<file path="src/asp_pkg.sv">
// Shared constants and types for the dual asynchronous serial port.
// Assumes an APB master on a 50 MHz mclk and word-aligned 32-bit accesses.
package asp_pkg;

    // -------------------------------------------------------------------
    // Structure and timing
    // -------------------------------------------------------------------
    localparam int          ASP_NUM_PORTS   = 2;
    localparam int          ASP_FIFO_DEPTH  = 16;
    localparam int          ASP_DATA_W      = 8;
    localparam int          ASP_OVERSAMPLE  = 16;
    localparam int          ASP_MCLK_HZ     = 50000000;
    localparam int          ASP_MAX_BPS     = 3000000;
    // Largest divisor value that still reaches the top bit rate.
    localparam int          ASP_DIV_MIN     =
        ASP_MCLK_HZ / (ASP_OVERSAMPLE * ASP_MAX_BPS) - 1;
    localparam logic [15:0] ASP_BAUD_RST    = 16'h001a;

    // -------------------------------------------------------------------
    // Register map: bit 6 of the byte address selects the port.
    // -------------------------------------------------------------------
    localparam int          ASP_PORT_BIT    = 6;
    localparam logic [3:0]  ASP_R_DATA      = 4'h0;
    localparam logic [3:0]  ASP_R_CTRL      = 4'h1;
    localparam logic [3:0]  ASP_R_BAUD      = 4'h2;
    localparam logic [3:0]  ASP_R_LEVEL     = 4'h3;
    localparam logic [3:0]  ASP_R_STATUS    = 4'h4;
    localparam logic [3:0]  ASP_R_ISR       = 4'h5;
    localparam logic [3:0]  ASP_R_IEN       = 4'h6;
    localparam logic [3:0]  ASP_R_ICLR      = 4'h7;

    // Interrupt status bit positions.
    localparam int          ASP_I_RXLVL     = 0;
    localparam int          ASP_I_TXLVL     = 1;
    localparam int          ASP_I_EOT       = 2;
    localparam int          ASP_I_FRAME     = 3;
    localparam int          ASP_I_PARITY    = 4;
    localparam int          ASP_I_BREAK     = 5;
    localparam int          ASP_I_OVERRUN   = 6;
    localparam int          ASP_NUM_IRQ     = 7;

    // Parity modes.
    localparam logic [1:0]  ASP_PAR_NONE    = 2'h0;
    localparam logic [1:0]  ASP_PAR_EVEN    = 2'h1;
    localparam logic [1:0]  ASP_PAR_ODD     = 2'h2;
    localparam logic [1:0]  ASP_PAR_STICK   = 2'h3;

    // Control register layout, top bit first; enable is bit 0.
    typedef struct packed {
        logic       rts_flow;
        logic       cts_flow;
        logic       fifo_en;
        logic       send_break;
        logic       two_stop;
        logic       stick_val;
        logic [1:0] parity;
        logic [1:0] wlen;
        logic       enable;
    } asp_ctrl_t;
    localparam int          ASP_CTRL_W      = $bits(asp_ctrl_t);
    localparam asp_ctrl_t   ASP_CTRL_RST    = '{fifo_en: 1'b1, default: '0};

    typedef struct packed {
        logic [2:0] rx;
        logic [2:0] tx;
    } asp_level_t;
    localparam asp_level_t  ASP_LEVEL_RST   = '{rx: 3'h2, tx: 3'h2};

    // DMA request lines of one port.
    typedef struct packed {
        logic tx_burst;
        logic tx_single;
        logic rx_burst;
        logic rx_single;
    } asp_dma_t;

    typedef enum {TX_IDLE, TX_START, TX_DATA, TX_PAR, TX_STOP} asp_tx_st_t;
    typedef enum {RX_IDLE, RX_START, RX_DATA, RX_PAR, RX_STOP, RX_WAIT}
        asp_rx_st_t;

endpackage

</file>
<file path="src/asp_serial.sv">
// Dual asynchronous serial port with FIFOs, APB registers and DMA requests.
// Assumes rxd and cts_n are already synchronous to mclk.
//
// Overview of operation
// [RULE1] Two identical ports run independently, each with its own state.
// [RULE2] A software divisor sets the bit rate, reaching at least 3 Mbps.
// [RULE3] Bit timing comes only from dividing mclk, no other clock.
// [RULE4] Each port has a sixteen by eight bit transmit and receive FIFO.
// [RULE5] With the FIFO disabled each direction holds just one character.
// [RULE6] Thresholds of 1/8, 1/4, 1/2, 3/4 and 7/8 can be selected.
// [RULE7] A character has a start bit, five to eight data bits, parity, stop.
// [RULE8] Parity can be even, odd, stick or none, made and checked.
// [RULE9] The transmitter sends one or two stop bits as configured.
// [RULE10] A break can be driven on the line and an incoming one is flagged.
// [RULE11] RTS and CTS throttle each side before further characters go.
// [RULE12] Interrupts fire on FIFO threshold crossing and end of sending.
// [RULE13] Transmit and receive have separate DMA request channels.
// [RULE14] Receive single asks while data is held, burst at the threshold.
// [RULE15] Transmit single asks while space is free, burst at the threshold.
// [RULE16] The line idles high, start low, data LSB first, stop bits high.
// [RULE17] Bits are sampled mid-bit on a 16x tick; a low stop is an error.
//
// Local design decisions: the address map and the APB slave port.
`timescale 1ns/1ns

module asp_chan
    import asp_pkg::*;
#(
    parameter int DEPTH = ASP_FIFO_DEPTH
)
(
    input  wire logic        mclk,
    input  wire logic        resetn,
    input  wire logic        acc,
    input  wire logic        pwrite,
    input  wire logic [3:0]  ridx,
    input  wire logic [31:0] pwdata,
    output logic      [31:0] rdata,
    output logic             bad_addr,
    output logic             txd,
    input  wire logic        rxd,
    input  wire logic        cts_n,
    output logic             rts_n,
    output logic             irq,
    output asp_dma_t         dma
);
    localparam int AW = $clog2(DEPTH);
    localparam int CW = $clog2(DEPTH + 1);

    // Threshold entry count for a level code; eighths of the depth.
    function automatic logic [CW-1:0] lvl_count(input logic [2:0] code);
        int n;
        n = 7;
        case (code)
            3'h0: n = 1;
            3'h1: n = 2;
            3'h2: n = 4;
            3'h3: n = 6;
            default: n = 7;
        endcase
        return CW'((DEPTH * n) / 8);
    endfunction

    // Parity bit for a character under the given mode.
    function automatic logic par_bit(input logic [7:0] d,
                                     input logic [1:0] mode,
                                     input logic       stick);
        logic p;
        p = ^d;
        case (mode)
            ASP_PAR_EVEN: return p;
            ASP_PAR_ODD:  return ~p;
            default:      return stick;
        endcase
    endfunction

    // -------------------------------------------------------------------
    // Register bank
    // -------------------------------------------------------------------
    asp_ctrl_t                ctrl;
    asp_level_t               lvl;
    logic [15:0]              baud_div;
    logic [ASP_NUM_IRQ-1:0]   isr;
    logic [ASP_NUM_IRQ-1:0]   ien;
    logic [ASP_NUM_IRQ-1:0]   set_vec;
    logic                     wr_acc;
    logic                     rd_acc;

    assign wr_acc = acc & pwrite;
    assign rd_acc = acc & ~pwrite;

    // Software-written configuration.
    always_ff @(posedge mclk or negedge resetn)
    begin
        if (!resetn)
        begin
            ctrl     <= ASP_CTRL_RST;
            lvl      <= ASP_LEVEL_RST;
            baud_div <= ASP_BAUD_RST;
            ien      <= '0;
        end
        else if (wr_acc)
        begin
            unique case (ridx)
                ASP_R_CTRL:  ctrl     <= asp_ctrl_t'(pwdata[ASP_CTRL_W-1:0]);
                ASP_R_BAUD:  baud_div <= pwdata[15:0];  // RULE2
                ASP_R_LEVEL: lvl      <= asp_level_t'(pwdata[5:0]);
                ASP_R_IEN:   ien      <= pwdata[ASP_NUM_IRQ-1:0];
                default: ;
            endcase
        end
    end

    // Sticky status; an event in the clearing cycle survives the clear.
    always_ff @(posedge mclk or negedge resetn)
    begin
        if (!resetn)
            isr <= '0;
        else if (wr_acc && ridx == ASP_R_ICLR)
            isr <= (isr & ~pwdata[ASP_NUM_IRQ-1:0]) | set_vec;
        else
            isr <= isr | set_vec;
    end

    assign irq = |(isr & ien);  // RULE12

    // -------------------------------------------------------------------
    // Baud tick: one pulse per (divisor + 1) clocks, sixteen per bit.
    // -------------------------------------------------------------------
    logic [15:0] div_cnt;
    logic        tick;

    assign tick = (div_cnt == baud_div);  // RULE3

    always_ff @(posedge mclk or negedge resetn)
    begin
        if (!resetn)
            div_cnt <= '0;
        else if (tick || !ctrl.enable)
            div_cnt <= '0;
        else
            div_cnt <= div_cnt + 16'h0001;
    end

    // -------------------------------------------------------------------
    // FIFOs
    // -------------------------------------------------------------------
    logic [7:0]    tx_mem [DEPTH];
    logic [7:0]    rx_mem [DEPTH];
    logic [AW-1:0] tx_wp, tx_rp, rx_wp, rx_rp;
    logic [CW-1:0] tx_cnt, rx_cnt, lim, rx_thr, tx_thr;
    logic          tx_push, tx_pop, rx_push, rx_pop;
    logic          tx_full, rx_full;
    logic [7:0]    rx_char;

    // Depth one gives the plain double-buffered behaviour.
    assign lim     = ctrl.fifo_en ? CW'(DEPTH) : CW'(1);  // RULE5
    assign tx_full = (tx_cnt >= lim);  // RULE4
    assign rx_full = (rx_cnt >= lim);
    assign tx_push = wr_acc && ridx == ASP_R_DATA && !tx_full;
    assign rx_pop  = rd_acc && ridx == ASP_R_DATA && rx_cnt != '0;
    assign rx_thr  = ctrl.fifo_en ? lvl_count(lvl.rx) : CW'(1);  // RULE6
    assign tx_thr  = ctrl.fifo_en ? lvl_count(lvl.tx) : CW'(0);

    // Transmit queue; a write while full is dropped.
    always_ff @(posedge mclk or negedge resetn)
    begin
        if (!resetn)
        begin
            tx_wp  <= '0;
            tx_rp  <= '0;
            tx_cnt <= '0;
        end
        else
        begin
            if (tx_push)
                tx_wp <= tx_wp + AW'(1);
            if (tx_pop)
                tx_rp <= tx_rp + AW'(1);
            tx_cnt <= tx_cnt + CW'(tx_push) - CW'(tx_pop);
        end
    end

    // Receive queue pointers.
    always_ff @(posedge mclk or negedge resetn)
    begin
        if (!resetn)
        begin
            rx_wp  <= '0;
            rx_rp  <= '0;
            rx_cnt <= '0;
        end
        else
        begin
            if (rx_push)
                rx_wp <= rx_wp + AW'(1);
            if (rx_pop)
                rx_rp <= rx_rp + AW'(1);
            rx_cnt <= rx_cnt + CW'(rx_push) - CW'(rx_pop);
        end
    end

    // Storage has no reset; only the pointers decide what is valid.
    always_ff @(posedge mclk)
    begin
        if (tx_push)
            tx_mem[tx_wp] <= pwdata[7:0];
        if (rx_push)
            rx_mem[rx_wp] <= rx_char;
    end

    // -------------------------------------------------------------------
    // Transmitter
    // -------------------------------------------------------------------
    asp_tx_st_t tx_st;
    logic [3:0] tx_sub;
    logic [2:0] tx_idx;
    logic [7:0] tx_sh;
    logic       tx_par, tx_stop2, tx_bit_end, cts_ok, tx_last;
    logic [2:0] last_idx;

    assign last_idx   = 3'h4 + {1'b0, ctrl.wlen};  // RULE7
    assign tx_bit_end = tick && tx_sub == 4'hf;
    assign cts_ok     = !ctrl.cts_flow || !cts_n;  // RULE11
    assign tx_pop     = tx_st == TX_IDLE && ctrl.enable && tx_cnt != '0
                        && cts_ok;
    assign tx_last    = tx_st == TX_STOP && tx_bit_end
                        && (!ctrl.two_stop || tx_stop2);

    // Frame sequencer; a new character starts only when CTS allows.
    always_ff @(posedge mclk or negedge resetn)
    begin
        if (!resetn)
        begin
            tx_st    <= TX_IDLE;
            tx_sub   <= '0;
            tx_idx   <= '0;
            tx_sh    <= '0;
            tx_par   <= 1'b0;
            tx_stop2 <= 1'b0;
        end
        else
        begin
            if (tx_st == TX_IDLE)
                tx_sub <= '0;
            else if (tick)
                tx_sub <= tx_sub + 4'h1;
            unique case (tx_st)
                TX_IDLE:
                    if (tx_pop)
                    begin
                        tx_sh    <= tx_mem[tx_rp];
                        tx_par   <= par_bit(tx_mem[tx_rp] &
                                            (8'hff >> (3'h3 - ctrl.wlen)),
                                            ctrl.parity, ctrl.stick_val);
                        tx_st    <= TX_START;
                        tx_idx   <= '0;
                        tx_stop2 <= 1'b0;
                    end
                TX_START:
                    if (tx_bit_end)
                        tx_st <= TX_DATA;
                TX_DATA:
                    if (tx_bit_end)
                    begin
                        tx_sh  <= tx_sh >> 1;  // RULE16
                        tx_idx <= tx_idx + 3'h1;
                        if (tx_idx == last_idx)
                            tx_st <= (ctrl.parity == ASP_PAR_NONE) ?
                                     TX_STOP : TX_PAR;
                    end
                TX_PAR:
                    if (tx_bit_end)
                        tx_st <= TX_STOP;
                TX_STOP:
                    if (tx_last)
                        tx_st <= TX_IDLE;
                    else if (tx_bit_end)
                        tx_stop2 <= 1'b1;  // RULE9
            endcase
        end
    end

    // Registered line level, so the pin never glitches; break forces low.
    always_ff @(posedge mclk or negedge resetn)
    begin
        if (!resetn)
            txd <= 1'b1;
        else if (ctrl.send_break)
            txd <= 1'b0;  // RULE10
        else
        begin
            unique case (tx_st)
                TX_START: txd <= 1'b0;
                TX_DATA:  txd <= tx_sh[0];
                TX_PAR:   txd <= tx_par;  // RULE8
                default:  txd <= 1'b1;
            endcase
        end
    end

    // -------------------------------------------------------------------
    // Receiver
    // -------------------------------------------------------------------
    asp_rx_st_t rx_st;
    logic [3:0] rx_sub;
    logic [2:0] rx_idx;
    logic       rx_par, rx_ones, rx_mid, stop_seen, is_break;

    assign rx_mid    = tick && rx_sub == 4'hf;
    assign stop_seen = rx_st == RX_STOP && rx_mid;
    assign is_break  = stop_seen && !rxd && !rx_ones;
    assign rx_push   = stop_seen && !is_break && !rx_full;

    // The start edge is confirmed at half a bit, then each bit is taken
    // sixteen ticks later, near its centre.
    always_ff @(posedge mclk or negedge resetn)
    begin
        if (!resetn)
        begin
            rx_st   <= RX_IDLE;
            rx_sub  <= '0;
            rx_idx  <= '0;
            rx_char <= '0;
            rx_par  <= 1'b0;
            rx_ones <= 1'b0;
        end
        else
        begin
            if (rx_st == RX_IDLE || rx_st == RX_WAIT)
                rx_sub <= '0;
            else if (rx_st == RX_START && tick && rx_sub == 4'h7)
                rx_sub <= '0;
            else if (tick)
                rx_sub <= rx_sub + 4'h1;
            unique case (rx_st)
                RX_IDLE:
                    if (ctrl.enable && !rxd)
                    begin
                        rx_st   <= RX_START;
                        rx_idx  <= '0;
                        rx_char <= '0;
                        rx_ones <= 1'b0;
                    end
                RX_START:
                    if (tick && rx_sub == 4'h7)
                        rx_st <= rxd ? RX_IDLE : RX_DATA;  // RULE17
                RX_DATA:
                    if (rx_mid)
                    begin
                        rx_char[rx_idx] <= rxd;  // RULE16
                        rx_ones         <= rx_ones | rxd;
                        rx_idx          <= rx_idx + 3'h1;
                        if (rx_idx == last_idx)
                            rx_st <= (ctrl.parity == ASP_PAR_NONE) ?
                                     RX_STOP : RX_PAR;
                    end
                RX_PAR:
                    if (rx_mid)
                    begin
                        rx_par  <= rxd;
                        rx_ones <= rx_ones | rxd;
                        rx_st   <= RX_STOP;
                    end
                RX_STOP:
                    if (rx_mid)
                        rx_st <= rxd ? RX_IDLE : RX_WAIT;
                RX_WAIT:
                    if (rxd)
                        rx_st <= RX_IDLE;  // Line must return high first.
            endcase
        end
    end

    // Request-to-send is withdrawn while the receive queue is full.
    assign rts_n = ctrl.rts_flow && rx_full;  // RULE11

    // -------------------------------------------------------------------
    // Events and DMA requests
    // -------------------------------------------------------------------
    logic rx_hit, tx_hit, rx_hit_q, tx_hit_q, par_err;

    assign rx_hit  = rx_cnt >= rx_thr;
    assign tx_hit  = tx_cnt <= tx_thr;
    assign par_err = stop_seen && !is_break && ctrl.parity != ASP_PAR_NONE
                     && rx_par != par_bit(rx_char, ctrl.parity,
                                          ctrl.stick_val);

    // Previous threshold state, so only crossings raise the level flags.
    always_ff @(posedge mclk or negedge resetn)
    begin
        if (!resetn)
        begin
            rx_hit_q <= 1'b0;
            tx_hit_q <= 1'b1;
        end
        else
        begin
            rx_hit_q <= rx_hit;
            tx_hit_q <= tx_hit;
        end
    end

    always_comb
    begin
        set_vec                = '0;
        set_vec[ASP_I_RXLVL]   = rx_hit && !rx_hit_q;  // RULE12
        set_vec[ASP_I_TXLVL]   = tx_hit && !tx_hit_q;  // RULE12
        set_vec[ASP_I_EOT]     = tx_last && tx_cnt == '0;  // RULE12
        set_vec[ASP_I_FRAME]   = stop_seen && !rxd;  // RULE17
        set_vec[ASP_I_PARITY]  = par_err;  // RULE8
        set_vec[ASP_I_BREAK]   = is_break;  // RULE10
        set_vec[ASP_I_OVERRUN] = stop_seen && !is_break && rx_full;
    end

    // Separate receive and transmit request channels.
    assign dma.rx_single = rx_cnt != '0;  // RULE14
    assign dma.rx_burst  = rx_hit;  // RULE14
    assign dma.tx_single = !tx_full;  // RULE15
    assign dma.tx_burst  = tx_hit;  // RULE15

    // -------------------------------------------------------------------
    // Read mux; the data register reads the oldest received character.
    // -------------------------------------------------------------------
    always_comb
    begin
        rdata    = '0;
        bad_addr = 1'b0;
        unique case (ridx)
            ASP_R_DATA:   rdata[7:0] = (rx_cnt != '0) ? rx_mem[rx_rp] : 8'h00;
            ASP_R_CTRL:   rdata[ASP_CTRL_W-1:0] = ctrl;
            ASP_R_BAUD:   rdata[15:0] = baud_div;
            ASP_R_LEVEL:  rdata[5:0] = lvl;
            ASP_R_STATUS: rdata = {8'h00, 3'h0, rx_cnt, 3'h0, tx_cnt,
                                   2'h0, cts_n, tx_st != TX_IDLE,
                                   rx_cnt == '0, rx_full,
                                   tx_cnt == '0, tx_full};
            ASP_R_ISR:    rdata[ASP_NUM_IRQ-1:0] = isr;
            ASP_R_IEN:    rdata[ASP_NUM_IRQ-1:0] = ien;
            ASP_R_ICLR:   rdata = '0;
            default:      bad_addr = 1'b1;
        endcase
    end
endmodule

module asp_serial
    import asp_pkg::*;
#(
    parameter int DEPTH = ASP_FIFO_DEPTH
)
(
    input  wire logic                     mclk,
    input  wire logic                     resetn,
    input  wire logic [7:0]               paddr,
    input  wire logic                     psel,
    input  wire logic                     penable,
    input  wire logic                     pwrite,
    input  wire logic [31:0]              pwdata,
    output logic      [31:0]              prdata,
    output logic                          pready,
    output logic                          pslverr,
    output logic      [ASP_NUM_PORTS-1:0] txd,
    input  wire logic [ASP_NUM_PORTS-1:0] rxd,
    input  wire logic [ASP_NUM_PORTS-1:0] cts_n,
    output logic      [ASP_NUM_PORTS-1:0] rts_n,
    output logic      [ASP_NUM_PORTS-1:0] irq,
    output asp_dma_t  [ASP_NUM_PORTS-1:0] dma
);
    logic [31:0] rd_port [ASP_NUM_PORTS];
    logic        bad     [ASP_NUM_PORTS];
    logic        sel_hi;
    logic        legal;

    // Every access finishes in its first access cycle.
    assign pready = 1'b1;
    assign sel_hi = paddr[ASP_PORT_BIT];
    // Bit 7 and the two low bits must be clear for a real register access.
    assign legal  = !paddr[7] && paddr[1:0] == 2'h0;

    // Two independent copies; bit 6 of the address picks one.
    for (genvar i = 0; i < ASP_NUM_PORTS; i++)
    begin : g_port
        asp_chan #(
            .DEPTH (DEPTH)
        ) u_chan (
            .mclk     (mclk),
            .resetn   (resetn),
            .acc      (psel && penable && legal && sel_hi == 1'(i)),  // RULE1
            .pwrite   (pwrite),
            .ridx     (paddr[5:2]),
            .pwdata   (pwdata),
            .rdata    (rd_port[i]),
            .bad_addr (bad[i]),
            .txd      (txd[i]),
            .rxd      (rxd[i]),
            .cts_n    (cts_n[i]),
            .rts_n    (rts_n[i]),
            .irq      (irq[i]),
            .dma      (dma[i])  // RULE13
        );
    end

    // Unmapped words and misaligned addresses answer with an error, read
    // zero and reach no register, so a stray read cannot pop a character.
    assign prdata  = legal ? rd_port[sel_hi] : 32'h0;
    assign pslverr = psel && penable && (bad[sel_hi] || !legal);
endmodule

</file>
<file path="config.mk">
export PLATFORM = sky130hd
export DESIGN_NAME = asp_serial
export DESIGN_NICKNAME = d
export VERILOG_FILES = /design/src/asp_pkg.sv /design/src/asp_serial.sv
export SDC_FILE = /design/constraint.sdc
export NUM_CORES = 1
export LEC_CHECK = 0
export ABC_AREA = 1
export BUFFER_PORTS_ARGS = -buffer_cell sky130_fd_sc_hd__buf_2
export CORE_ASPECT_RATIO = 1.5
export CORE_MARGIN = 4
export CORE_UTILIZATION = 40
export CTS_CLUSTER_DIAMETER = 100
export DETAILED_ROUTE_END_ITERATION = 12
export GPL_ROUTABILITY_DRIVEN = 0
export GPL_TIMING_DRIVEN = 0
export PLACE_DENSITY = 0.53
export SLEW_MARGIN = 15
export SYNTH_ARGS = -nofsm -noshare
export SYNTH_HDL_FRONTEND = slang
export SYNTH_SLANG_ARGS = --single-unit
</file>
<file path="constraint.sdc">
create_clock -name mclk -period 8.7 [get_ports mclk]
set_input_delay 0.87 -clock mclk [delete_from_list [all_inputs] [get_ports mclk]]
set_output_delay 0.87 -clock mclk [all_outputs]
set_load 0.01 [all_outputs]
</file>
==> results of run 1 <==
-- flip-flops by register name, summed over array words and instances, names as in the netlist, 10 cells and up --
| name | flops |
|---|---|
| g_port.u_chan.tx_mem | 256 |
| g_port.u_chan.tx_sh | 16 |
| g_port.u_chan.baud_div | 32 |
| g_port.u_chan.ctrl | 22 |
| g_port.u_chan.ien | 14 |
| g_port.u_chan.tx_cnt | 10 |
| g_port.u_chan.div_cnt | 32 |
| g_port.u_chan.isr | 14 |
| g_port.u_chan.rx_mem | 256 |
| g_port.u_chan.lvl | 12 |
| g_port.u_chan.rx_cnt | 10 |
| g_port.u_chan.rx_char | 16 |
-- final cells by class --
class | count | area, µm²
Clock buffer | 93 | 2050
Timing Repair Buffer | 69 | 400
Fill cell | 8684 | 49600
Buffer | 157 | 767
Multi-Input combinational cell | 2402 | 12200
Antenna cell | 1 | 2.50
Tap cell | 1164 | 1460
Sequential cell | 776 | 22000
Clock inverter | 46 | 395
Inverter | 379 | 1420
-- power by group through the flow --
| stage | combinational, W | clock [W] | sequential [W] |
|---|---|---|---|
| after floorplan | 0.00139 | 0 | 0.00432 |
| after global placement | 0.00199 | 0 | 0.00439 |
| after detailed placement | 0.00201 | 0 | 0.00439 |
| after CTS | 0.00202 | 0.00337 | 0.00432 |
| after global routing | 0.00229 | 0.00351 | 0.00434 |
| final | 0.00200 | 0.00331 | 0.00432 |
-- metal layers --
metal | wire (µm) | global-route usage | vias up
met5 | 23 | 0 | -
met4 | 4460 | 0.0909 | 4
met3 | 5280 | 0.0297 | 216
met2 | 55000 | 0.400 | 752
met1 | 42700 | 0.271 | 12800
li1 | - | - | 12900
-- Yosys cell counts (17+ instances only) --
master,instances
inv_1,354
buf_4,28
clkbuf_1,79
nand3_1,229
dfrtp_1,248
o211ai_1,17
o221ai_1,38
ha_1,88
nor3_1,33
nor2_1,365
edfxtp_1,512
nand2_1,861
a21oi_1,87
xnor2_1,31
o21ai_0,344
xor2_1,46
o22ai_1,42
buf_2,40
nand4_1,50
nor3b_1,18
-- stage by stage --
stage	cells	cell area [µm²]	total power, W	util	hold slack, ns
floorplan	3714	36400	0.00571	-	0.387
global placement	4945	38200	0.00638	0.423	0.461
detailed placement	4947	38300	0.00640	0.424	0.474
CTS	5086	40700	0.00971	0.451	0.251
global route	5086	40700	0.0101	0.451	0.311
finish	5087	40700	0.00963	0.451	0.260
-- worst reg2reg max path, delay by kind of cell (launching register included) --
kind,cells,cell delay (ns)
buffers and inverters,2,0.46
AOI/OAI and AO/OA,2,0.49
and+or+nand+nor,4,1.41
adders and majority gates,1,0.33
DFF,1,0.58
-- kinds of logic (layout without fill, tap and decap cells) --
family                     after synthesis  in the layout
xor gates and xnor gates                77             77
AOI/OAI and AO/OA                      604            604
DFF                                    776            776
and+or+nand+nor                       1617           1617
adders and majority gates               92             92
other                                    2             13
buffers and inverters                  536            744
-- final timing paths --
kind,from,end,slack (ns),cells past startpoint
max,g_port[1].u_chan.rx_rp[1],prdata[4],3.52,12
min,resetn,g_port[0].u_chan.rx_char[6],0.26,1
max reg2reg,g_port[0].u_chan.ctrl[8],g_port[0].u_chan.tx_mem[9][6],5.04,9
min reg2reg,g_port[0].u_chan.tx_sh[2],g_port[0].u_chan.tx_sh[2],0.48,2
max in group asynchronous,resetn,g_port[1].u_chan.txd,7.40,2
min in group mclk,g_port[0].u_chan.tx_sh[2],g_port[0].u_chan.tx_sh[2],0.48,2
-- cell usage in the layout (no fill, tap or decap), types with 38 or more instances in the layout --
cell type / count
o221ai_1: 38
edfxtp_1: 512
nor2_1: 365
clkbuf_16: 79
buf_2: 106
a21oi_1: 87
nand3_1: 229
dfrtp_1: 248
nand4_1: 50
inv_1: 354
clkbuf_1: 91
o22ai_1: 42
o21ai_0: 344
xor2_1: 46
nand2_1: 861
ha_1: 88
==> out/qor.txt, run 1 <==
===========================================================================================
Mux cell area share after synthesis ..........................................            0
Detail-routed via count per cell .............................................         5.24
Worst Path Buf+Inv ...........................................................            4
Via count of the first global-routing pass ...................................        26300
CTS sink count ...............................................................          776
Critical-path cell list ...................................................... clkbuf_1 > inv_1 > clkbuf_1 > o21ai_0 > o22ai_1 > o21ai_0 > o22ai_1 > a21oi_1 > nand3_1 > nand2_1 > a31oi_1 > buf_2
Number of design-rule violations left by the first detailed-router iteration .         2211
Final critical-path share of the clock period ................................        0.596
Switching pwr ................................................................    0.00301 W
Clock Path Buffers ...........................................................            3
Fraction of the mapped netlist area in compound gates ........................       0.0956
Area of the die ..............................................................    96000 µm²
Effective utilization at floorplan ...........................................        0.403
Post-synthesis cell area .....................................................    36400 µm²
Total setup violations reported at the end of the flow .......................            0
WP data required .............................................................      7.83 ns
Post-synthesis cell type with the largest combined area ......................     edfxtp_1
Number of maximum-capacitance constraint violations ..........................            0
Count of warnings emitted by yosys ...........................................            0
RSZ-0062 raised after global routing .........................................           no
CTS Hold Buffers Added .......................................................            0
Clock latency on the worst-skew pair .........................................      0.65 ns
Mean instance size in the synthesized netlist ................................     9.82 µm²
DPL Wire Length ..............................................................     76700 µm
Post-synthesis sequential element count ......................................          776
Worst-margin pin slew ........................................................      1.09 ns
Width of the die .............................................................       254 µm
Proportion of total power due to net switching ...............................        0.312
CTS clock-pin slew for the worst setup and hold paths ........................      0.06 ns
Number of enable-type register cells in the synthesized netlist ..............          512
P per Cell Area ..............................................................   236 nW/µm²
Part of the power in registers ...............................................        0.448
Slew HR ......................................................................        0.255
Yosys cell types .............................................................           67
Fraction of final layout cells sized beyond drive strength 1 .................       0.0849
Post-CTS Setup Bufs ..........................................................            0
Total leakage power ..........................................................      16.6 nW
Shortest period the worst path allows ........................................      5.18 ns
Clock network fraction of total power ........................................        0.344
Crit path arrival time .......................................................      4.31 ns
Number of port buffers .......................................................           67
Largest clock skew in the final design .......................................    0.0193 ns
Total length of routed wires .................................................    108000 µm
Antenna violations before repair .............................................            4
Crit end category ............................................................   output pin
Portion of total power attributed to combinational logic .....................        0.208
CTS H-tree depth .............................................................            3
Run status ................................................................... finished, final reports clean
I/O pin count ................................................................           97
Maximum number of pins on one net before global-route repair .................           98
Largest voltage drop on the vdd net ..........................................   0.000169 V
Clk root buf .................................................................    clkbuf_16
Cell-internal power ..........................................................    0.00662 W
Global-route wire length before repair .......................................    162000 µm
Via total after detailed routing .............................................        26700
Startpoint type of the worst setup path ......................................     register
Residual antenna-violating net count after detailed routing ..................            0
Main combinational cell family by area after synthesis ....................... simple AND/OR/NAND/NOR gates
Max-slew violation count .....................................................            0
Vertical die dimension .......................................................       377 µm
Adder and majority cell fraction of the synthesized area .....................       0.0325
Largest delay contributor family on the critical path ........................ compound AO/OA/AOI/OAI gates
Cell row count ...............................................................          135
Synth Flop Type ..............................................................     edfxtp_1
Overall track demand over capacity in global routing .........................        0.224
Top cells by area in the synthesized netlist ................................. edfxtp_1 42%, dfrtp_1 17%, nand2_1 8.9%
CTS tree .....................................................................          yes
Count of cells resized by post-cts repair ....................................            0
DR pass1 iterations ..........................................................            6
Setup Crit Path Kind .........................................................   reg -> out
F_max ........................................................................      193 MHz
Overflow left after global routing ...........................................            0
Core ar. .....................................................................    90400 µm²
Share of flip-flops with an asynchronous set or reset after synthesis ........        0.340
Simple-gate area share of the yosys netlist ..................................        0.188
Setup Slack @ Placement ......................................................      4.18 ns
Peak fanout along the critical path ..........................................           10
CTS buffer count .............................................................           76
Crit-path max cell delay .....................................................      0.55 ns
Sequential element share of the synthesized area .............................        0.605
Fraction of synthesized cell area in xor and xnor cells ......................       0.0185
Layout-stage area growth over the synthesis result ...........................        11.9%
Fraction of post-synthesis cell area in the top cell type by area ............        0.423
Final Hold Vio Count .........................................................            0
PnR worst setup slack ........................................................      3.52 ns
Total negative slack .........................................................         0 ns
Detailed-route wire length per cell ..........................................      21.1 µm
Net count of the finished layout .............................................         4002
Library cell contributing the largest single delay on the critical path ......      a31oi_1
Class of the tightest hold or removal check ..................................  in -> async
Cell count after synthesis ...................................................         3704
# DRC ........................................................................            0
===========================================================================================
No activity file was read; power rests on OpenSTA's default activity.
==> run 2, diff against run 1 <==
--- a/config.mk
+++ b/config.mk
@@ -5,7 +5,7 @@
 export SDC_FILE = /design/constraint.sdc
 export NUM_CORES = 1
 export LEC_CHECK = 0
-export ABC_AREA = 1
+export ABC_AREA = 0
 export BUFFER_PORTS_ARGS = -buffer_cell sky130_fd_sc_hd__buf_2
 export CORE_ASPECT_RATIO = 1.5
 export CORE_MARGIN = 4
@@ -14,7 +14,7 @@
 export DETAILED_ROUTE_END_ITERATION = 12
 export GPL_ROUTABILITY_DRIVEN = 0
 export GPL_TIMING_DRIVEN = 0
-export PLACE_DENSITY = 0.53
+export PLACE_DENSITY = 0.55
 export SLEW_MARGIN = 15
 export SYNTH_ARGS = -nofsm -noshare
 export SYNTH_HDL_FRONTEND = slang
==> constraint.sdc (replaced) <==
create_clock -name mclk -period 4.7 [get_ports mclk]
set_input_delay 0.47 -clock mclk [delete_from_list [all_inputs] [get_ports mclk]]
set_output_delay 0.47 -clock mclk [all_outputs]
set_load 0.01 [all_outputs]
==> run 2 against run 1 <==
Net effect: hold slack worse by 0.16 ns; die area down 3.9%; critical path depth down 4; sequential power up 87%; clock power up 89%; register-to-register slack worse by 4.4 ns; flip-flop and latch count unchanged; first-iteration DRC count down 18%; power up 73%; routed wire length down 19%; combinational power up 18%; critical endpoint is now prdata[8]; largest cell class unchanged.
==> out/qor.txt, run 2 <==
===========================================================================================
Total setup violations reported at the end of the flow .......................            0
Post-synthesis sequential element count ......................................          776
Peak fanout along the critical path ..........................................           10
Run status ................................................................... finished, final reports clean
CTS tree .....................................................................          yes
Slew HR ......................................................................        0.153
Finished Core Util ...........................................................        0.456
Number of design-rule violations left by the first detailed-router iteration .         1804
Total leakage power ..........................................................      14.4 nW
Final critical-path share of the clock period ................................        0.943
Clk root buf .................................................................    clkbuf_16
Cell types with the highest counts after synthesis ........................... 512 x edfxtp_1, 248 x dfrtp_1, 168 x nand2_1
Max-slew violation count .....................................................            0
Top cells by area in the synthesized netlist ................................. edfxtp_1 44%, dfrtp_1 18%, mux4_2 9.0%
# DRC ........................................................................            0
Maximum number of pins on one net before global-route repair .................           96
Residual antenna-violating net count after detailed routing ..................            0
Hold_ws ......................................................................     0.102 ns
Net count of the finished layout .............................................         2694
Sequential element share of the synthesized area .............................        0.630
Cell count after synthesis ...................................................         2393
Crit end category ............................................................   output pin
CTS clock-pin slew for the worst setup and hold paths ........................      0.06 ns
Clock latency on the worst-skew pair .........................................      0.63 ns
Gr busiest metal .............................................................         met2
Commonest non-fill, non-tap cell in the layout ...............................     edfxtp_1
Detail-routed via count per cell .............................................         5.47
Core ar. .....................................................................    86500 µm²
Mean instance size in the synthesized netlist ................................     14.6 µm²
Largest registers ............................................................ g_port.u_chan.rx_mem (256), g_port.u_chan.tx_mem (256)
Yosys cell types .............................................................           86
Post-synthesis cell area .....................................................    34900 µm²
CTS buffer count .............................................................           76
Number of maximum-capacitance constraint violations ..........................            0
Via count of the first global-routing pass ...................................        21200
Cell row count ...............................................................          132
Share of flip-flops with an asynchronous set or reset after synthesis ........        0.340
Post-Layout Cell Count .......................................................         3754
Number of port buffers .......................................................           64
Fraction of post-synthesis cell area in the top cell type by area ............        0.440
Highest-count cells in the layout ignoring fill and taps ..................... 512 x edfxtp_1, 248 x dfrtp_1, 168 x nand2_1, 160 x nor2_1, 140 x mux4_2
Class of the tightest hold or removal check ..................................    in -> reg
Cell-internal power ..........................................................     0.0124 W
Clock network fraction of total power ........................................        0.374
Inst Count DP ................................................................         3613
Total length of routed wires .................................................     87100 µm
Startpoint type of the worst setup path ...................................... primary input
Met3 usage ...................................................................       0.0374
I/O pin count ................................................................           97
Post-synthesis cell type with the largest combined area ......................     edfxtp_1
DPL Wire Length ..............................................................     62200 µm
Cell with the most instances after synthesis .................................     edfxtp_1
Setup Crit Path Kind .........................................................    in -> out
Overall track demand over capacity in global routing .........................        0.188
Largest voltage drop on the vdd net ..........................................   0.000545 V
Met1 GRT Util ................................................................        0.233
Via total after detailed routing .............................................        20500
Worst-margin pin slew ........................................................      1.26 ns
Area of combinational cells with multiple inputs .............................    12000 µm²
CTS sink count ...............................................................          776
Final Hold Vio Count .........................................................            0
WP data required .............................................................      4.23 ns
Layout-stage area growth over the synthesis result ...........................        12.9%
Layout fillers ...............................................................         7715
Area of the die ..............................................................    92200 µm²
Count of warnings emitted by yosys ...........................................            0
PnR worst setup slack ........................................................     0.270 ns
Setup Slack @ Placement ......................................................     0.401 ns
Proportion of total power due to net switching ...............................        0.259
P per Cell Area ..............................................................   423 nW/µm²
Detailed-route wire length per cell ..........................................      23.2 µm
Post-CTS Setup Bufs ..........................................................            0
Width of the die .............................................................       249 µm
Portion of total power attributed to combinational logic .....................        0.141
Crit path arrival time .......................................................      3.96 ns
DR pass1 iterations ..........................................................            6
Part of the power in registers ...............................................        0.485
Vertical die dimension .......................................................       370 µm
Switching pwr ................................................................    0.00431 W
Fraction of final layout cells sized beyond drive strength 1 .................        0.187
Overflow left after global routing ...........................................            0
Clock Path Buffers ...........................................................            3
Largest clock skew in the final design .......................................    0.0235 ns
Number of enable-type register cells in the synthesized netlist ..............          512
Global-route wire length before repair .......................................    133000 µm
CTS H-tree depth .............................................................            3
Shortest period the worst path allows ........................................      4.43 ns
Effective utilization at floorplan ...........................................        0.404
Total power consumption of the routed design .................................     0.0167 W
RSZ-0062 raised after global routing .........................................           no
Antenna violations before repair .............................................            8
Synth Flop Type ..............................................................     edfxtp_1
F_max ........................................................................      226 MHz
Area used by sequential logic in the layout ..................................    22000 µm²
Routing usage on met2 ........................................................        0.333
===========================================================================================
[run 2: what timing repair did]
item	CTS	global route
hold buffers	1	0
setup endpoints to repair	0	1
hold endpoints to repair	50	0
gates resized for setup	0	4
[run 2: worst paths after layout]
kind                       slack (ns)                             to  depth (start not counted)                 startpoint
setup / recovery                 0.27                      prdata[8]                          8                   paddr[4]
hold / removal                   0.10  g_port[0].u_chan.baud_div[15]                          2                 pwdata[15]
setup reg to reg                 0.68     g_port[1].u_chan.tx_cnt[4]                         15  g_port[1].u_chan.tx_st[2]
hold reg to reg                  0.48      g_port[0].u_chan.tx_sh[2]                          2  g_port[0].u_chan.tx_sh[2]
max in group asynchronous        2.86      g_port[1].u_chan.tx_hit_q                          5                     resetn
min in group asynchronous        0.26      g_port[0].u_chan.tx_wp[2]                          2                     resetn
[run 2: kinds of logic (layout without fill, tap and decap cells)]
| logic type | count (synthesis) | count (layout) | share of synthesized area |
|---|---|---|---|
| flops | 776 | 776 | 0.630 |
| simple gates | 608 | 608 | 0.0841 |
| compound gates | 276 | 276 | 0.0520 |
| mux | 274 | 274 | 0.135 |
| buf+inv | 221 | 429 | 0.0285 |
| xor+xnor | 144 | 144 | 0.0365 |
| fa+ha+maj | 92 | 92 | 0.0338 |
| other cells | 2 | 16 | 0.000215 |
[run 2: cell type report]
type,instances,share of cell area
sequential,776,0.558
inverter,89,0.00847
clock buffer,94,0.0510
clock inverter,42,0.0124
multi-input combinational,1406,0.305
antenna,4,0.000254
buffer,132,0.0169
timing repair buffer,72,0.0115
tap,1139,0.0361
[run 2: per-stage QoR]
stage               cell area (µm²)  setup TNS [ns]
global route                  39400               0
CTS                           39400               0
global placement              36700         -522.75
floorplan                     35000               0
finish                        39400               0
detailed placement            36900               0
[run 2: worst max-delay path, stage by stage]
cell	delay, ns
clkbuf_1	0.39
nand2b_1	0.09
clkbuf_1	0.20
nor3_1	0.99
clkbuf_1	0.62
a22oi_1	0.23
a311oi_1	0.70
buf_2	0.26
[run 2: layer usage]
metal,part of all wire,vias up
met1,0.40,10600
met5,0.00059,-
met2,0.51,534
li1,-,9278
met4,0.029,8
met3,0.056,163
[run 2: power by group through the flow]
stage | combinational (W) | clock (W) | sequential [W]
floorplan | 0.00172 | 0 | 0.00807
global placement | 0.00230 | 0 | 0.00819
detailed placement | 0.00237 | 0 | 0.00822
CTS | 0.00238 | 0.00639 | 0.00808
global route | 0.00262 | 0.00669 | 0.00812
finish | 0.00235 | 0.00624 | 0.00808
==> run 3, diff against run 2 <==
--- a/config.mk
+++ b/config.mk
@@ -6,7 +6,7 @@
 export NUM_CORES = 1
 export LEC_CHECK = 0
 export ABC_AREA = 0
-export BUFFER_PORTS_ARGS = -buffer_cell sky130_fd_sc_hd__buf_2
+export BUFFER_PORTS_ARGS = -buffer_cell sky130_fd_sc_hd__clkbuf_2
 export CORE_ASPECT_RATIO = 1.5
 export CORE_MARGIN = 4
 export CORE_UTILIZATION = 40
@@ -14,6 +14,7 @@
 export DETAILED_ROUTE_END_ITERATION = 12
 export GPL_ROUTABILITY_DRIVEN = 0
 export GPL_TIMING_DRIVEN = 0
+export HOLD_SLACK_MARGIN = 0.15
 export PLACE_DENSITY = 0.55
 export SLEW_MARGIN = 15
 export SYNTH_ARGS = -nofsm -noshare
==> run 3 against run 2 <==
Net effect: core utilization about the same; largest power group unchanged; global-route usage rose by 0.20 points; hold slack better by 0.094 ns; count of clock-buffer cells in the layout grew 13; critical endpoint is now prdata[6]; non-clock buffer count up 6; die area unchanged; critical path type is now reg -> out; flip-flop and latch count unchanged; worst setup slack worse by 0.084 ns; sequential power about the same; final cell count rose by 0.27%; maximum frequency decreased by 1.9%; critical path depth increased by 2.
==> out/qor.txt, run 3 (synthesis results as in run 2) <==
===========================================================================================
Run status ................................................................... finished, final reports clean
Overall track demand over capacity in global routing .........................        0.190
Slew HR ......................................................................        0.170
Final critical-path share of the clock period ................................        0.960
Max-slew violation count .....................................................            0
Largest voltage drop on the vdd net ..........................................   0.000301 V
I/O pin count ................................................................           97
PnR worst setup slack ........................................................     0.186 ns
Detailed-route wire length per cell ..........................................      23.3 µm
Clock latency on the worst-skew pair .........................................      0.62 ns
CTS clock-pin slew for the worst setup and hold paths ........................      0.06 ns
Crit path arrival time .......................................................      4.04 ns
CTS sink count ...............................................................          776
CTS buffer count .............................................................           76
Crit end category ............................................................   output pin
Via total after detailed routing .............................................        20500
Highest-count cells in the layout ignoring fill and taps ..................... 512 x edfxtp_1, 248 x dfrtp_1, 168 x nand2_1, 160 x nor2_1, 140 x mux4_2
Area used by sequential logic in the layout ..................................    22000 µm²
Terminating pin of the worst hold path ....................................... g_port[1].u_chan.baud_div[10]
Clk root buf .................................................................    clkbuf_16
Overflow left after global routing ...........................................            0
Vertical die dimension .......................................................       370 µm
DR pass1 iterations ..........................................................            9
Effective utilization at floorplan ...........................................        0.404
DPL Wire Length ..............................................................     62400 µm
RSZ-0062 raised after global routing .........................................           no
Area of the die ..............................................................    92200 µm²
Proportion of total power due to net switching ...............................        0.262
Setup Crit Path Kind .........................................................   reg -> out
P per Cell Area ..............................................................   417 nW/µm²
Area of combinational cells with multiple inputs .............................    12000 µm²
Setup Slack @ Placement ......................................................     0.365 ns
Switching pwr ................................................................    0.00431 W
Layout-stage area growth over the synthesis result ...........................        12.9%
Clock Path Buffers ...........................................................            3
Reg2Reg Depth ................................................................            9
Worst reg2reg path endpoint .................................................. g_port[0].u_chan.tx_mem[4][2]
Total length of routed wires .................................................     87700 µm
Final Hold Vio Count .........................................................            0
Number of design-rule violations left by the first detailed-router iteration .         1682
Cell row count ...............................................................          132
Residual antenna-violating net count after detailed routing ..................            0
Global-route wire length before repair .......................................    134000 µm
Peak fanout along the critical path ..........................................           10
Maximum number of pins on one net before global-route repair .................           89
Antenna violations before repair .............................................            7
Number of port buffers .......................................................           64
Portion of total power attributed to combinational logic .....................        0.144
Startpoint of the worst register-to-register path ............................ g_port[0].u_chan.ctrl[8]
Core ar. .....................................................................    86500 µm²
Shortest period the worst path allows ........................................      4.51 ns
Cell area after placement ....................................................    36900 µm²
Layout fillers ...............................................................         7658
Clock network fraction of total power ........................................        0.366
Via count of the first global-routing pass ...................................        21500
Total setup violations reported at the end of the flow .......................            0
Startpoint type of the worst setup path ......................................     register
Width of the die .............................................................       249 µm
Largest registers ............................................................ g_port.u_chan.rx_mem (256), g_port.u_chan.tx_mem (256)
Fin area .....................................................................    39400 µm²
Launch instance of the worst min-delay path ..................................   pwdata[10]
Largest clock skew in the final design .......................................    0.0139 ns
CTS tree .....................................................................          yes
Class of the tightest hold or removal check ..................................    in -> reg
Worst-margin pin slew ........................................................      1.24 ns
Detail-routed via count per cell .............................................         5.44
Number of maximum-capacitance constraint violations ..........................            0
Commonest non-fill, non-tap cell in the layout ...............................     edfxtp_1
WP data required .............................................................      4.23 ns
Post-CTS Setup Bufs ..........................................................            0
Fraction of final layout cells sized beyond drive strength 1 .................        0.184
Total leakage power ..........................................................      14.3 nW
CTS H-tree depth .............................................................            3
Hold Crit Depth ..............................................................            2
# DRC ........................................................................            0
Net count of the finished layout .............................................         2700
Cell-internal power ..........................................................     0.0121 W
F_max ........................................................................      222 MHz
Part of the power in registers ...............................................        0.491
Setup slack of the worst register-to-register path ...........................      0.66 ns
===========================================================================================
run 3: cell count changes in the layout (fill, tap and decap cells not counted), sizes merged, moves of 6 or more:
cell,change
clkbuf,+75
buf,-65
bufinv,-7
dlygate4sd3,+6
run 3: worst max path at each step:
stage / start / to / slack (ns) / depth (start not counted)
final: g_port[0].u_chan.rx_rp[0] / prdata[6] / 0.19 / 10
after global placement: resetn / g_port[1].u_chan.tx_sub[0] / -2.82 / 1
after floorplan: g_port[1].u_chan.baud_div[3] / g_port[1].u_chan.rx_mem[0][0] / 1.45 / 9
after CTS: g_port[0].u_chan.rx_rp[0] / prdata[6] / 0.15 / 10
after global routing: g_port[0].u_chan.rx_rp[0] / prdata[6] / 0.008 / 10
after detailed placement: paddr[1] / g_port[0].u_chan.tx_mem[4][4] / 0.36 / 9
run 3: worst max-delay path, cell delays in order (launching register included):
cell,delay (ns)
dfrtp_1,0.35
clkbuf_1,0.46
clkdlybuf4s15_1,0.74
mux4_2,0.35
mux2i_1,0.08
nand2_1,0.11
o211ai_1,0.17
nand3_1,0.21
nand4_1,0.16
a41oi_1,0.55
clkbuf_2,0.25
run 3: layout make-up:
cell class	instances	share of cell area
Sequential cell	776	0.558
Multi-Input combinational cell	1406	0.305
Clock buffer	107	0.0549
Tap cell	1139	0.0361
Buffer	132	0.0173
Timing Repair Buffer	78	0.0130
Inverter	89	0.00847
Clock inverter	33	0.00654
Antenna cell	4	0.000254
run 3: layer usage:
layer | GRT usage | share of wire | vias up | wire (µm)
met5 | 0 | 0.00047 | - | 41
met4 | 0.0678 | 0.032 | 6 | 2810
met3 | 0.0327 | 0.050 | 158 | 4370
met2 | 0.337 | 0.52 | 507 | 45200
met1 | 0.234 | 0.40 | 10500 | 35300
li1 | - | - | 9294 | -
run 3: power groups by stage:
stage               clock network, W  registers, W  logic [W]
floorplan                          0       0.00807    0.00172
global placement                   0       0.00819    0.00231
detailed placement                 0       0.00822    0.00238
CTS                          0.00618       0.00808    0.00240
global route                 0.00644       0.00812    0.00266
finish                       0.00602       0.00808    0.00236
run 3: timing repair:
| item | CTS | global route |
|---|---|---|
| endpoints found under the hold margin | 99 | 0 |
| endpoints found under the setup margin | 1 | 1 |
| gates cloned | 0 | 0 |
| resized for setup | 4 | 1 |
| hold buffers | 7 | 0 |
run 3: metrics by stage:
step	util	TNS, ns	total power, W	instances	hold slack, ns
floorplan	-	0	0.00979	2403	0.174
global placement	0.424	-696.03	0.0105	3606	0.464
detailed placement	0.426	0	0.0106	3613	0.338
CTS	0.455	0	0.0167	3760	0.152
global route	0.455	0	0.0172	3761	0.191
finish	0.456	0	0.0165	3764	0.196
